<file path="src/hdl/lcd_cmd_consts.vh">
// command codes, status layout and timing constants of the column driver command decoder
`ifndef LCD_CMD_CONSTS_VH
`define LCD_CMD_CONSTS_VH

// command codes (upper bits compared under mask; E0, EE and E2 compared whole)
`define CMD_DISPLAY_ONOFF   8'hAE
`define CMD_START_LINE      8'hC0
`define CMD_SET_PAGE        8'hB8
`define CMD_SEG_DIR         8'hA0
`define CMD_STATIC_DRIVE    8'hA4
`define CMD_SELECT_DUTY     8'hA8
`define CMD_RMW_ENTER       8'hE0
`define CMD_RMW_END         8'hEE
`define CMD_SOFT_RESET      8'hE2
`define MASK_BIT0           8'hFE
`define MASK_START_LINE     8'hE0
`define MASK_PAGE           8'hFC

// status bit positions
`define STAT_BUSY_BIT       7
`define STAT_SEGDIR_BIT     6
`define STAT_OFF_BIT        5
`define STAT_RESET_BIT      4

// address limits and reset values
`define COL_LAST            7'h4F
`define COL_STOP            7'h50
`define PAGE_AFTER_RESET    2'h3
`define START_LINE_RESET    5'h00

// busy time of one command, in ns, and software reset time
`define CMD_BUSY_NS         20
`define RESET_BUSY_NS       100
`define CLK_PERIOD_NS       5

`endif

</file>
<file path="src/hdl/lcd_fifo.v">
// small fifo carrying host write transfers into the command decoder
`timescale 1ns/1ps
module lcd_fifo #(
	parameter WIDTH = 10,
	parameter DEPTH = 4,
	parameter AW    = 2
) (
	// clock and reset
	input  wire             sys_clk,
	input  wire             reset_n,
	// fill side
	input  wire             in_valid,
	output wire             in_ready,
	input  wire [WIDTH-1:0] in_data,
	// drain side
	output wire             out_valid,
	input  wire             out_ready,
	output wire [WIDTH-1:0] out_data
);
	reg [WIDTH-1:0] mem [0:DEPTH-1];
	reg [AW-1:0]    wr_ptr;
	reg [AW-1:0]    rd_ptr;
	reg [AW:0]      count;
	wire            push;
	wire            pop;

	assign in_ready  = (count != DEPTH[AW:0]);
	assign out_valid = (count != {(AW+1){1'b0}});
	assign out_data  = mem[rd_ptr];
	assign push      = in_valid & in_ready;
	assign pop       = out_valid & out_ready;

	// storage has no reset; only pointers and count carry state
	always @(posedge sys_clk) begin
		if (push)
			mem[wr_ptr] <= in_data;
	end

	// pointer and occupancy update
	always @(posedge sys_clk or negedge reset_n) begin
		if (!reset_n) begin
			wr_ptr <= {AW{1'b0}};
			rd_ptr <= {AW{1'b0}};
			count  <= {(AW+1){1'b0}};
		end else begin
			if (push)
				wr_ptr <= (wr_ptr == DEPTH[AW-1:0] - 1'b1) ? {AW{1'b0}} : wr_ptr + 1'b1;
			if (pop)
				rd_ptr <= (rd_ptr == DEPTH[AW-1:0] - 1'b1) ? {AW{1'b0}} : rd_ptr + 1'b1;
			if (push && !pop)
				count <= count + 1'b1;
			else if (pop && !push)
				count <= count - 1'b1;
		end
	end
endmodule // lcd_fifo

</file>
<file path="src/hdl/lcd_ram.v">
// display data memory with registered read port, 4 pages by 80 columns
`timescale 1ns/1ps
module lcd_ram #(
	parameter AW    = 9,
	parameter WORDS = 320
) (
	// clock
	input  wire          sys_clk,
	// host port
	input  wire          wr_en,
	input  wire [AW-1:0] wr_addr,
	input  wire [7:0]    wr_data,
	input  wire [AW-1:0] rd_addr,
	output reg  [7:0]    rd_data
);
	reg [7:0] mem [0:WORDS-1];

	// read data always comes out of a register
	always @(posedge sys_clk) begin
		if (wr_en)
			mem[wr_addr] <= wr_data;
		rd_data <= mem[rd_addr];
	end
endmodule // lcd_ram

</file>
<file path="src/hdl/lcd_column_driver.v">
// command decoder and display memory access of one column driver half
// timing, in sys_clk cycles
// - pins pass two flip-flops, so each enable edge acts three cycles late
// - reads answer on the synchronised rising enable
// - writes queue on the synchronised falling enable, once data has settled
// - commands wait in the fifo while busy; data bytes wait only behind such a command or a read
// - a write meeting a full fifo is lost: the bus has no wait line
// - a command keeps busy for CMD_CYCLES, a reset for RESET_CYCLES
// - ram pages sit 128 words apart, so the address needs no multiplier
// - column 80 of each page is never written; 81 to 127 only after a direct column set
//
`timescale 1ns/1ps
`include "lcd_cmd_consts.vh"
module lcd_column_driver #(
	parameter FIFO_DEPTH = 4
) (
	// clock and reset
	input  wire       sys_clk,
	input  wire       reset_n,
	// host bus pins
	input  wire       chip_enable,
	input  wire       cmd_data_select,
	input  wire       read_not_write,
	input  wire [7:0] data_in,
	output reg  [7:0] data_out,
	output reg        data_oe_n,
	// display drive state
	output reg        display_on,
	output reg  [4:0] first_common_line,
	output reg        duty_32,
	output reg        all_commons_selected,
	output reg        first_segment_output_last,
	output reg  [4:0] line_scan
);
	localparam CMD_CYCLES   = (`CMD_BUSY_NS + `CLK_PERIOD_NS - 1) / `CLK_PERIOD_NS;
	localparam RESET_CYCLES = (`RESET_BUSY_NS + `CLK_PERIOD_NS - 1) / `CLK_PERIOD_NS;

	// ------------------------------------------------------------
	// pin synchronisers and strobe edge
	// ------------------------------------------------------------
	reg  [1:0] en_sync;
	reg  [1:0] sel_sync;
	reg  [1:0] rw_sync;
	reg  [7:0] din_meta;
	reg  [7:0] din_sync;
	reg        en_prev;
	wire       strobe_start;
	wire       strobe_end;

	// two stages before any logic looks at a pin
	always @(posedge sys_clk or negedge reset_n) begin
		if (!reset_n) begin
			en_sync  <= 2'h0;
			sel_sync <= 2'h0;
			rw_sync  <= 2'h0;
			din_meta <= 8'h00;
			din_sync <= 8'h00;
			en_prev  <= 1'b0;
		end else begin
			en_sync  <= {en_sync[0], chip_enable};
			sel_sync <= {sel_sync[0], cmd_data_select};
			rw_sync  <= {rw_sync[0], read_not_write};
			din_meta <= data_in;
			din_sync <= din_meta;
			en_prev  <= en_sync[1];
		end
	end

	assign strobe_start = en_sync[1] & ~en_prev;
	// writes are taken on the falling enable, when data has long settled
	assign strobe_end   = ~en_sync[1] & en_prev;

	// ------------------------------------------------------------
	// write transfer fifo
	// ------------------------------------------------------------
	wire       fifo_in_ready;
	wire       fifo_out_valid;
	wire [9:0] fifo_out_data;
	reg        take;
	wire       wr_push;

	assign wr_push = strobe_end & ~rw_sync[1];
	lcd_fifo #(
		.WIDTH (10),
		.DEPTH (FIFO_DEPTH),
		.AW    (2)
	) u_fifo (
		.sys_clk   (sys_clk),
		.reset_n   (reset_n),
		.in_valid  (wr_push),
		.in_ready  (fifo_in_ready),
		.in_data   ({1'b0, sel_sync[1], din_sync}),
		.out_valid (fifo_out_valid),
		.out_ready (take),
		.out_data  (fifo_out_data)
	);

	// ------------------------------------------------------------
	// control state
	// ------------------------------------------------------------
	// host addressing and modes
	reg  [6:0] column;
	reg  [6:0] saved_column;
	reg  [1:0] page;
	reg        rmw_mode;
	reg        seg_inverted;
	reg        static_drive;
	reg        disp_on_bit;
	// busy and reset tracking
	reg  [7:0] busy_count;
	reg        reset_busy;
	// data latch and ram port
	reg  [7:0] io_latch;
	reg        latch_load;
	reg        ram_we;
	reg  [7:0] ram_wdata;
	reg  [8:0] ram_waddr;
	wire [7:0] ram_rdata;
	wire [8:0] ram_addr;
	// decoded views of the queue head and status
	wire       busy;
	wire       host_read_data;
	wire       is_cmd;
	wire [7:0] byte_in;
	wire [7:0] driver_status;

	// busy only stalls commands; a full fifo drops the write
	// since the host gets no wait signal on this bus
	assign busy     = (busy_count != 8'h00);
	assign is_cmd   = ~fifo_out_data[8];
	assign byte_in  = fifo_out_data[7:0];
	assign ram_addr = {page, column};
	assign host_read_data = strobe_start & rw_sync[1] & sel_sync[1];

	// status byte, rebuilt every cycle from the live flags
	assign driver_status = {busy, ~seg_inverted, ~disp_on_bit, reset_busy,
		4'h0};

	// commands wait while busy; data entries at the head drain in any cycle without a read strobe
	always @* begin
		take = fifo_out_valid & ~(is_cmd & busy) & ~host_read_data;
	end

	// 128-word page stride: page and column simply concatenate, unused words traded for it
	lcd_ram #(
		.AW    (9),
		.WORDS (512)
	) u_ram (
		.sys_clk (sys_clk),
		.wr_en   (ram_we),
		.wr_addr (ram_waddr),
		.wr_data (ram_wdata),
		.rd_addr (ram_addr),
		.rd_data (ram_rdata)
	);

	// ------------------------------------------------------------
	// command decode and data access
	// ------------------------------------------------------------
	always @(posedge sys_clk or negedge reset_n) begin
		if (!reset_n) begin
			column       <= 7'h00;
			saved_column <= 7'h00;
			page         <= `PAGE_AFTER_RESET;
			rmw_mode     <= 1'b0;
			seg_inverted <= 1'b0;
			static_drive <= 1'b0;
			disp_on_bit  <= 1'b0;
			duty_32      <= 1'b1;
			first_common_line <= `START_LINE_RESET;
			busy_count   <= RESET_CYCLES[7:0];
			reset_busy   <= 1'b1;
			ram_we       <= 1'b0;
			ram_wdata    <= 8'h00;
			ram_waddr    <= 9'h000;
			latch_load   <= 1'b0;
			io_latch     <= 8'h00;
		end else begin
			ram_we     <= 1'b0;
			latch_load <= 1'b0;
			if (busy)
				busy_count <= busy_count - 8'h01;
			else
				reset_busy <= 1'b0;
			// the ram output one cycle on holds the addressed byte
			if (latch_load)
				io_latch <= ram_rdata;
			// a read strobe wins over a queued entry in that cycle
			if (host_read_data) begin
				latch_load <= 1'b1;
				if (!rmw_mode && column != `COL_STOP)
					column <= column + 7'h01;
			end else if (take && !is_cmd) begin
				ram_we    <= (column != `COL_STOP);
				ram_wdata <= byte_in;
				// address captured with the data, before the column steps
				ram_waddr <= ram_addr;
				if (column != `COL_STOP)
					column <= column + 7'h01;
			end else if (take) begin
				busy_count <= CMD_CYCLES[7:0];
				if (!byte_in[7]) begin
					column <= byte_in[6:0];
				end else if ((byte_in & `MASK_BIT0) == `CMD_DISPLAY_ONOFF) begin
					disp_on_bit <= byte_in[0];
				end else if ((byte_in & `MASK_START_LINE) == `CMD_START_LINE) begin
					first_common_line <= byte_in[4:0];
				end else if ((byte_in & `MASK_PAGE) == `CMD_SET_PAGE) begin
					page <= byte_in[1:0];
				end else if ((byte_in & `MASK_BIT0) == `CMD_SEG_DIR) begin
					seg_inverted <= byte_in[0];
				end else if ((byte_in & `MASK_BIT0) == `CMD_STATIC_DRIVE) begin
					static_drive <= byte_in[0];
				end else if ((byte_in & `MASK_BIT0) == `CMD_SELECT_DUTY) begin
					duty_32 <= byte_in[0];
				end else if (byte_in == `CMD_RMW_ENTER) begin
					rmw_mode     <= 1'b1;
					saved_column <= column;
				end else if (byte_in == `CMD_RMW_END) begin
					rmw_mode <= 1'b0;
					if (rmw_mode)
						column <= saved_column;
				end else if (byte_in == `CMD_SOFT_RESET) begin
					first_common_line <= `START_LINE_RESET;
					page              <= `PAGE_AFTER_RESET;
					busy_count        <= RESET_CYCLES[7:0];
					reset_busy        <= 1'b1;
				end
			end
		end
	end

	// ------------------------------------------------------------
	// host read bus: status or latched data
	// ------------------------------------------------------------
	always @(posedge sys_clk or negedge reset_n) begin
		if (!reset_n) begin
			data_out  <= 8'h00;
			data_oe_n <= 1'b1;
		end else begin
			if (strobe_start && rw_sync[1]) begin
				data_oe_n <= 1'b0;
				if (sel_sync[1])
					data_out <= io_latch;
				else
					data_out <= driver_status;
			end else if (!en_sync[1] || !rw_sync[1]) begin
				data_oe_n <= 1'b1;
			end
		end
	end

	// ------------------------------------------------------------
	// panel drive state and line scan
	// ------------------------------------------------------------
	reg [4:0] scan_offset;

	// scan walks duty lines upward from the start line
	always @(posedge sys_clk or negedge reset_n) begin
		if (!reset_n) begin
			display_on                <= 1'b0;
			all_commons_selected      <= 1'b0;
			first_segment_output_last <= 1'b0;
			scan_offset               <= 5'h00;
			line_scan                 <= 5'h00;
		end else begin
			display_on                <= disp_on_bit | static_drive;
			all_commons_selected      <= static_drive;
			first_segment_output_last <= seg_inverted;
			// 1/16 duty folds the offset back after line 15
			if (!duty_32 && scan_offset == 5'h0F)
				scan_offset <= 5'h00;
			else
				scan_offset <= scan_offset + 5'h01;
			line_scan <= first_common_line + scan_offset;
		end
	end
endmodule // lcd_column_driver

</file>
<file path="config.mk">
export PLATFORM = sky130hd
export DESIGN_NAME = lcd_column_driver
export DESIGN_NICKNAME = d
export VERILOG_FILES = /design/src/hdl/lcd_fifo.v /design/src/hdl/lcd_ram.v /design/src/hdl/lcd_column_driver.v
export VERILOG_INCLUDE_DIRS = /design/src /design/src/hdl
export SDC_FILE = /design/constraint.sdc
export NUM_CORES = 2
export LEC_CHECK = 0
export BUFFER_PORTS_ARGS = -buffer_cell sky130_fd_sc_hd__buf_2
export CAP_MARGIN = 25
export CORE_MARGIN = 4
export CORE_UTILIZATION = 38
export CTS_CLUSTER_SIZE = 20
export DETAILED_ROUTE_END_ITERATION = 8
export PLACE_DENSITY_LB_ADDON = 0.15
export SKIP_LAST_GASP = 1
export SLEW_MARGIN = 20
export SYNTH_ARGS = -nofsm -noshare
export SYNTH_HDL_FRONTEND = slang
export SYNTH_MEMORY_MAX_BITS = 65536
export SYNTH_SLANG_ARGS = --single-unit
</file>
<file path="constraint.sdc">
create_clock -name sys_clk -period 7.9 [get_ports sys_clk]
set_input_delay 0 -clock sys_clk [delete_from_list [all_inputs] [get_ports sys_clk]]
set_output_delay 0 -clock sys_clk [all_outputs]
set_load 0.05 [all_outputs]
</file>
==> run summary <==
- clock tree root buffer cell: sky130_fd_sc_hd__clkbuf_16
- post-synthesis adder-cell area fraction: 0.138%
- DPL Wire Length: 307000 microns
- most frequent cells in the layout: 4132 x sky130_fd_sc_hd__edfxtp_1, 1005 x sky130_fd_sc_hd__mux4_2, 559 x sky130_fd_sc_hd__nor2_1
- min cycle time layout: 5.16 ns
- worst setup path class: flip-flop to flip-flop
- top-level I/O count: 36
- overall overflow remaining after global route: 0
- number of violations of the max-capacitance limit: 0
- TritonCTS clock tree: done
- DR iter-0 viols: 10.3k
- Via-to-Cell Ratio: 5.83
- average footprint of a synthesized cell: 21.1 sq um
- Setup crit end kind: flip-flop
- post-route worst setup slack: 2.74 ns
- pin count of the biggest net entering global routing: 198
- count of distinct cell types in the synthesized netlist: 84
- Post-Synth Simple-Gate Area: 2.91%
- Total Power Consumption: 70.4 mW
- dominant synthesized flop cell: sky130_fd_sc_hd__edfxtp_1
- required time at the endpoint of the critical path: 8.82 ns
- cell accounting for the most synthesized area: sky130_fd_sc_hd__edfxtp_1
- count of hold-fix buffers inserted at cts: 25
- total via count in the routed design: 83.1k
- transition at the pin with the smallest max-transition slack: 1.24 ns
- worst skew pair latency: 1.00 ns
- weighted congestion at the end of routability-driven global placement: 0.829
- pre-CTS WS: 2.90 ns
- Achievable Freq: 194 MHz
- max-slew headroom at the worst pin: 17.1%
- Cell Count Post-Placement: 13.4k
- vertical extent of the die: 667 microns
- CTS sink count: 4254
- area share of the largest cell type after synthesis: 75.1%
- cells after synthesis: 7841
- DRC viols: 0
- H-tree depth: 5
- class of the tightest hold or removal check: input port to asynchronous set/reset pin
- Final #Nets: 8166
- Netlist Area Pre-Place: 0.165 sq mm
- asr flop ratio synth: 2.68%
- Final Hold Slack: 0.171 ns
- Final Cycle Share: 65.3%
- multiplexer area fraction after synthesis: 15.8%
- leakage power total: 57.6 nW
- yosys synthesis warning count: 0
- antenna violations before repair: 30
- area post-placement: 0.172 sq mm
- final hold violation count: 0
- area enclosed by the die boundary: 0.445 sq mm
- top fanout value on the critical path: 89
- horizontal extent of the die: 667 microns
- largest clock skew in the final design: 0.0607 ns
- Area contributors post-synth: sky130_fd_sc_hd__edfxtp_1 75%, sky130_fd_sc_hd__mux4_2 14%, sky130_fd_sc_hd__mux2i_1 1.9%, sky130_fd_sc_hd__dfrtp_1 1.6%, sky130_fd_sc_hd__nor2_1 1.3%
- row count: 241
- RSZ-0062 raised after global routing: false
- Setup crit start kind: flip-flop
- number of flip-flops and latches in the synthesized netlist: 4254
- Synthesized Nets: 7871
- count of buffers from port buffering: 35
- post-synthesis xor/xnor area fraction: 0.0689%
- Routed wire per std cell: 35.6 microns
- combinational family with the most area after synthesis: multiplexers
- share of final-layout standard cells stronger than drive strength 1: 24.0%
- area inside the core boundary: 0.432 sq mm
- buffer levels on the longest clock path: 4
- Area Growth Syn to Fin: 13.1%
- core utilization of the finished layout: 43.3%
- power density of the placed cells: 377 mW/mm^2
- number of nets still failing antenna checks after routing: 0
- via count of the first global-routing pass: 83.0k
- number of enable flip-flop cells after synthesis: 4132
- post-route insts no fill: 14.2k
- global-route wire length before repair: 699000 microns
- Seq/Total Area, Yosys: 76.9%
- Final Max Tran Viols: 0
- number of clock buffers inserted by TritonCTS: 445
- number of buffers added for setup after CTS: 0
- status: finished clean
- most common cell after layout, fill and taps aside: sky130_fd_sc_hd__edfxtp_1
- detailed-routing iteration count for the pre-antenna-repair pass: 8
- final design instance area without fill: 0.187 sq mm
- area fraction in compound gates after synthesis: 2.39%
- Sum Neg Setup Slack: 0 ns
- global router's overall resource usage: 22.5%
- final number of setup-violating endpoints: 0
- starting density of the core: 38.3%
- cells resized by post-CTS repair: 0
- CTS clock-pin slew for the worst setup and hold paths: 0.06 ns
- count of fill cells added during filler insertion: 37.1k
- WP data arrival: 6.08 ns
- post-detailed-routing wire length: 507000 microns
- Max VDD drop: 299 uV
==> power by group <==
group	leakage (nW)	switching (mW)	internal, mW
registers	38.7	0.853	28.4
clock network	6.81	8.84	11.3
logic	12.1	14.5	6.51
total	57.6	24.2	46.2
==> final timing paths <==
path                                            start                        to  slack (ns)  cells after the start
max in group asynchronous                     reset_n     column[2]$_DFFE_PN0P_        6.97                      4
worst min-delay path                          reset_n   data_out[2]$_DFFE_PN0P_        0.17                      4
worst max-delay path            column[3]$_DFFE_PN0P_  u_ram.rd_data[7]$_DFF_P_        2.74                      9
min in group sys_clk                       data_in[0]     din_meta[0]$_DFF_PN0_        0.21                      3
worst min register to register  din_meta[6]$_DFF_PN0_     din_sync[6]$_DFF_PN0_        0.35                      0
worst max register to register  column[3]$_DFFE_PN0P_  u_ram.rd_data[7]$_DFF_P_        2.74                      9
==> cell usage after synthesis (all sizes together), types with 25 or more instances <==
master  count
a221oi     40
a21oi     103
a32oi      26
clkbuf    198
o211ai     40
mux4     1005
nor2      583
mux2i     311
nand2     378
o21ai      69
a31oi      34
dfrtp     107
nand3      73
buf       271
mux2       28
a211oi     25
a22oi     105
edfxtp   4132
==> registers in the layout (all words and copies together), names as in the netlist, 3 cells and up <==
| name | cells |
|---|---|
| io_latch | 8 |
| ram_wdata | 8 |
| u_ram.mem | 4096 |
| saved_column | 7 |
| u_fifo.count | 3 |
| u_ram.rd_data | 8 |
| u_fifo.mem | 36 |
| din_meta | 8 |
| ram_waddr | 9 |
| column | 7 |
| data_out | 8 |
| busy_count | 8 |
| scan_offset | 5 |
| din_sync | 8 |
| line_scan | 5 |
| first_common_line | 5 |
==> critical path, stage by stage, from the launching register on <==
cell and delay (ns):
sky130_fd_sc_hd__dfrtp_4 0.85, sky130_fd_sc_hd__buf_12 0.60, sky130_fd_sc_hd__buf_12 0.40, sky130_fd_sc_hd__nand3b_1 0.59, sky130_fd_sc_hd__o22ai_1 0.42, sky130_fd_sc_hd__a211oi_1 0.10
sky130_fd_sc_hd__a22oi_1 0.77, sky130_fd_sc_hd__nand3_1 0.20, sky130_fd_sc_hd__a31oi_1 0.72, sky130_fd_sc_hd__a2bb2oi_1 0.25
==> layout make-up <==
| cell class | instances | area (sq um) | share of cell area, % |
|---|---|---|---|
| flip-flops and latches | 4254 | 127000 | 68.1 |
| repair buffers | 317 | 2920 | 1.56 |
| well taps | 5710 | 7140 | 3.82 |
| diodes | 17 | 42.5 | 0.0228 |
| multi-input cells | 3094 | 35500 | 19.0 |
| inverters | 24 | 114 | 0.0610 |
| clock inverters | 269 | 2150 | 1.15 |
| clock buffers | 563 | 11700 | 6.29 |
==> logic make-up (layout without fill, tap and decap cells) <==
group / after synthesis / count (layout)
XOR/XNOR: 13 / 13
AO/OA/AOI/OAI: 561 / 561
AND/OR/NAND/NOR: 1159 / 1159
multiplexers: 1344 / 1344
adder cells (fa/ha/maj): 17 / 17
flip-flops: 4254 / 4254
buffers and inverters: 493 / 1173
other: 0 / 17
==> metal layers <==
layer / share of wire, % / track usage (%)
met3: 7.9 / 4.32
met1: 42 / 31.7
met4: 3.3 / 6.67
met2: 47 / 35.5
met5: 0.026 / 0
Power figures use the tool's default switching activity.
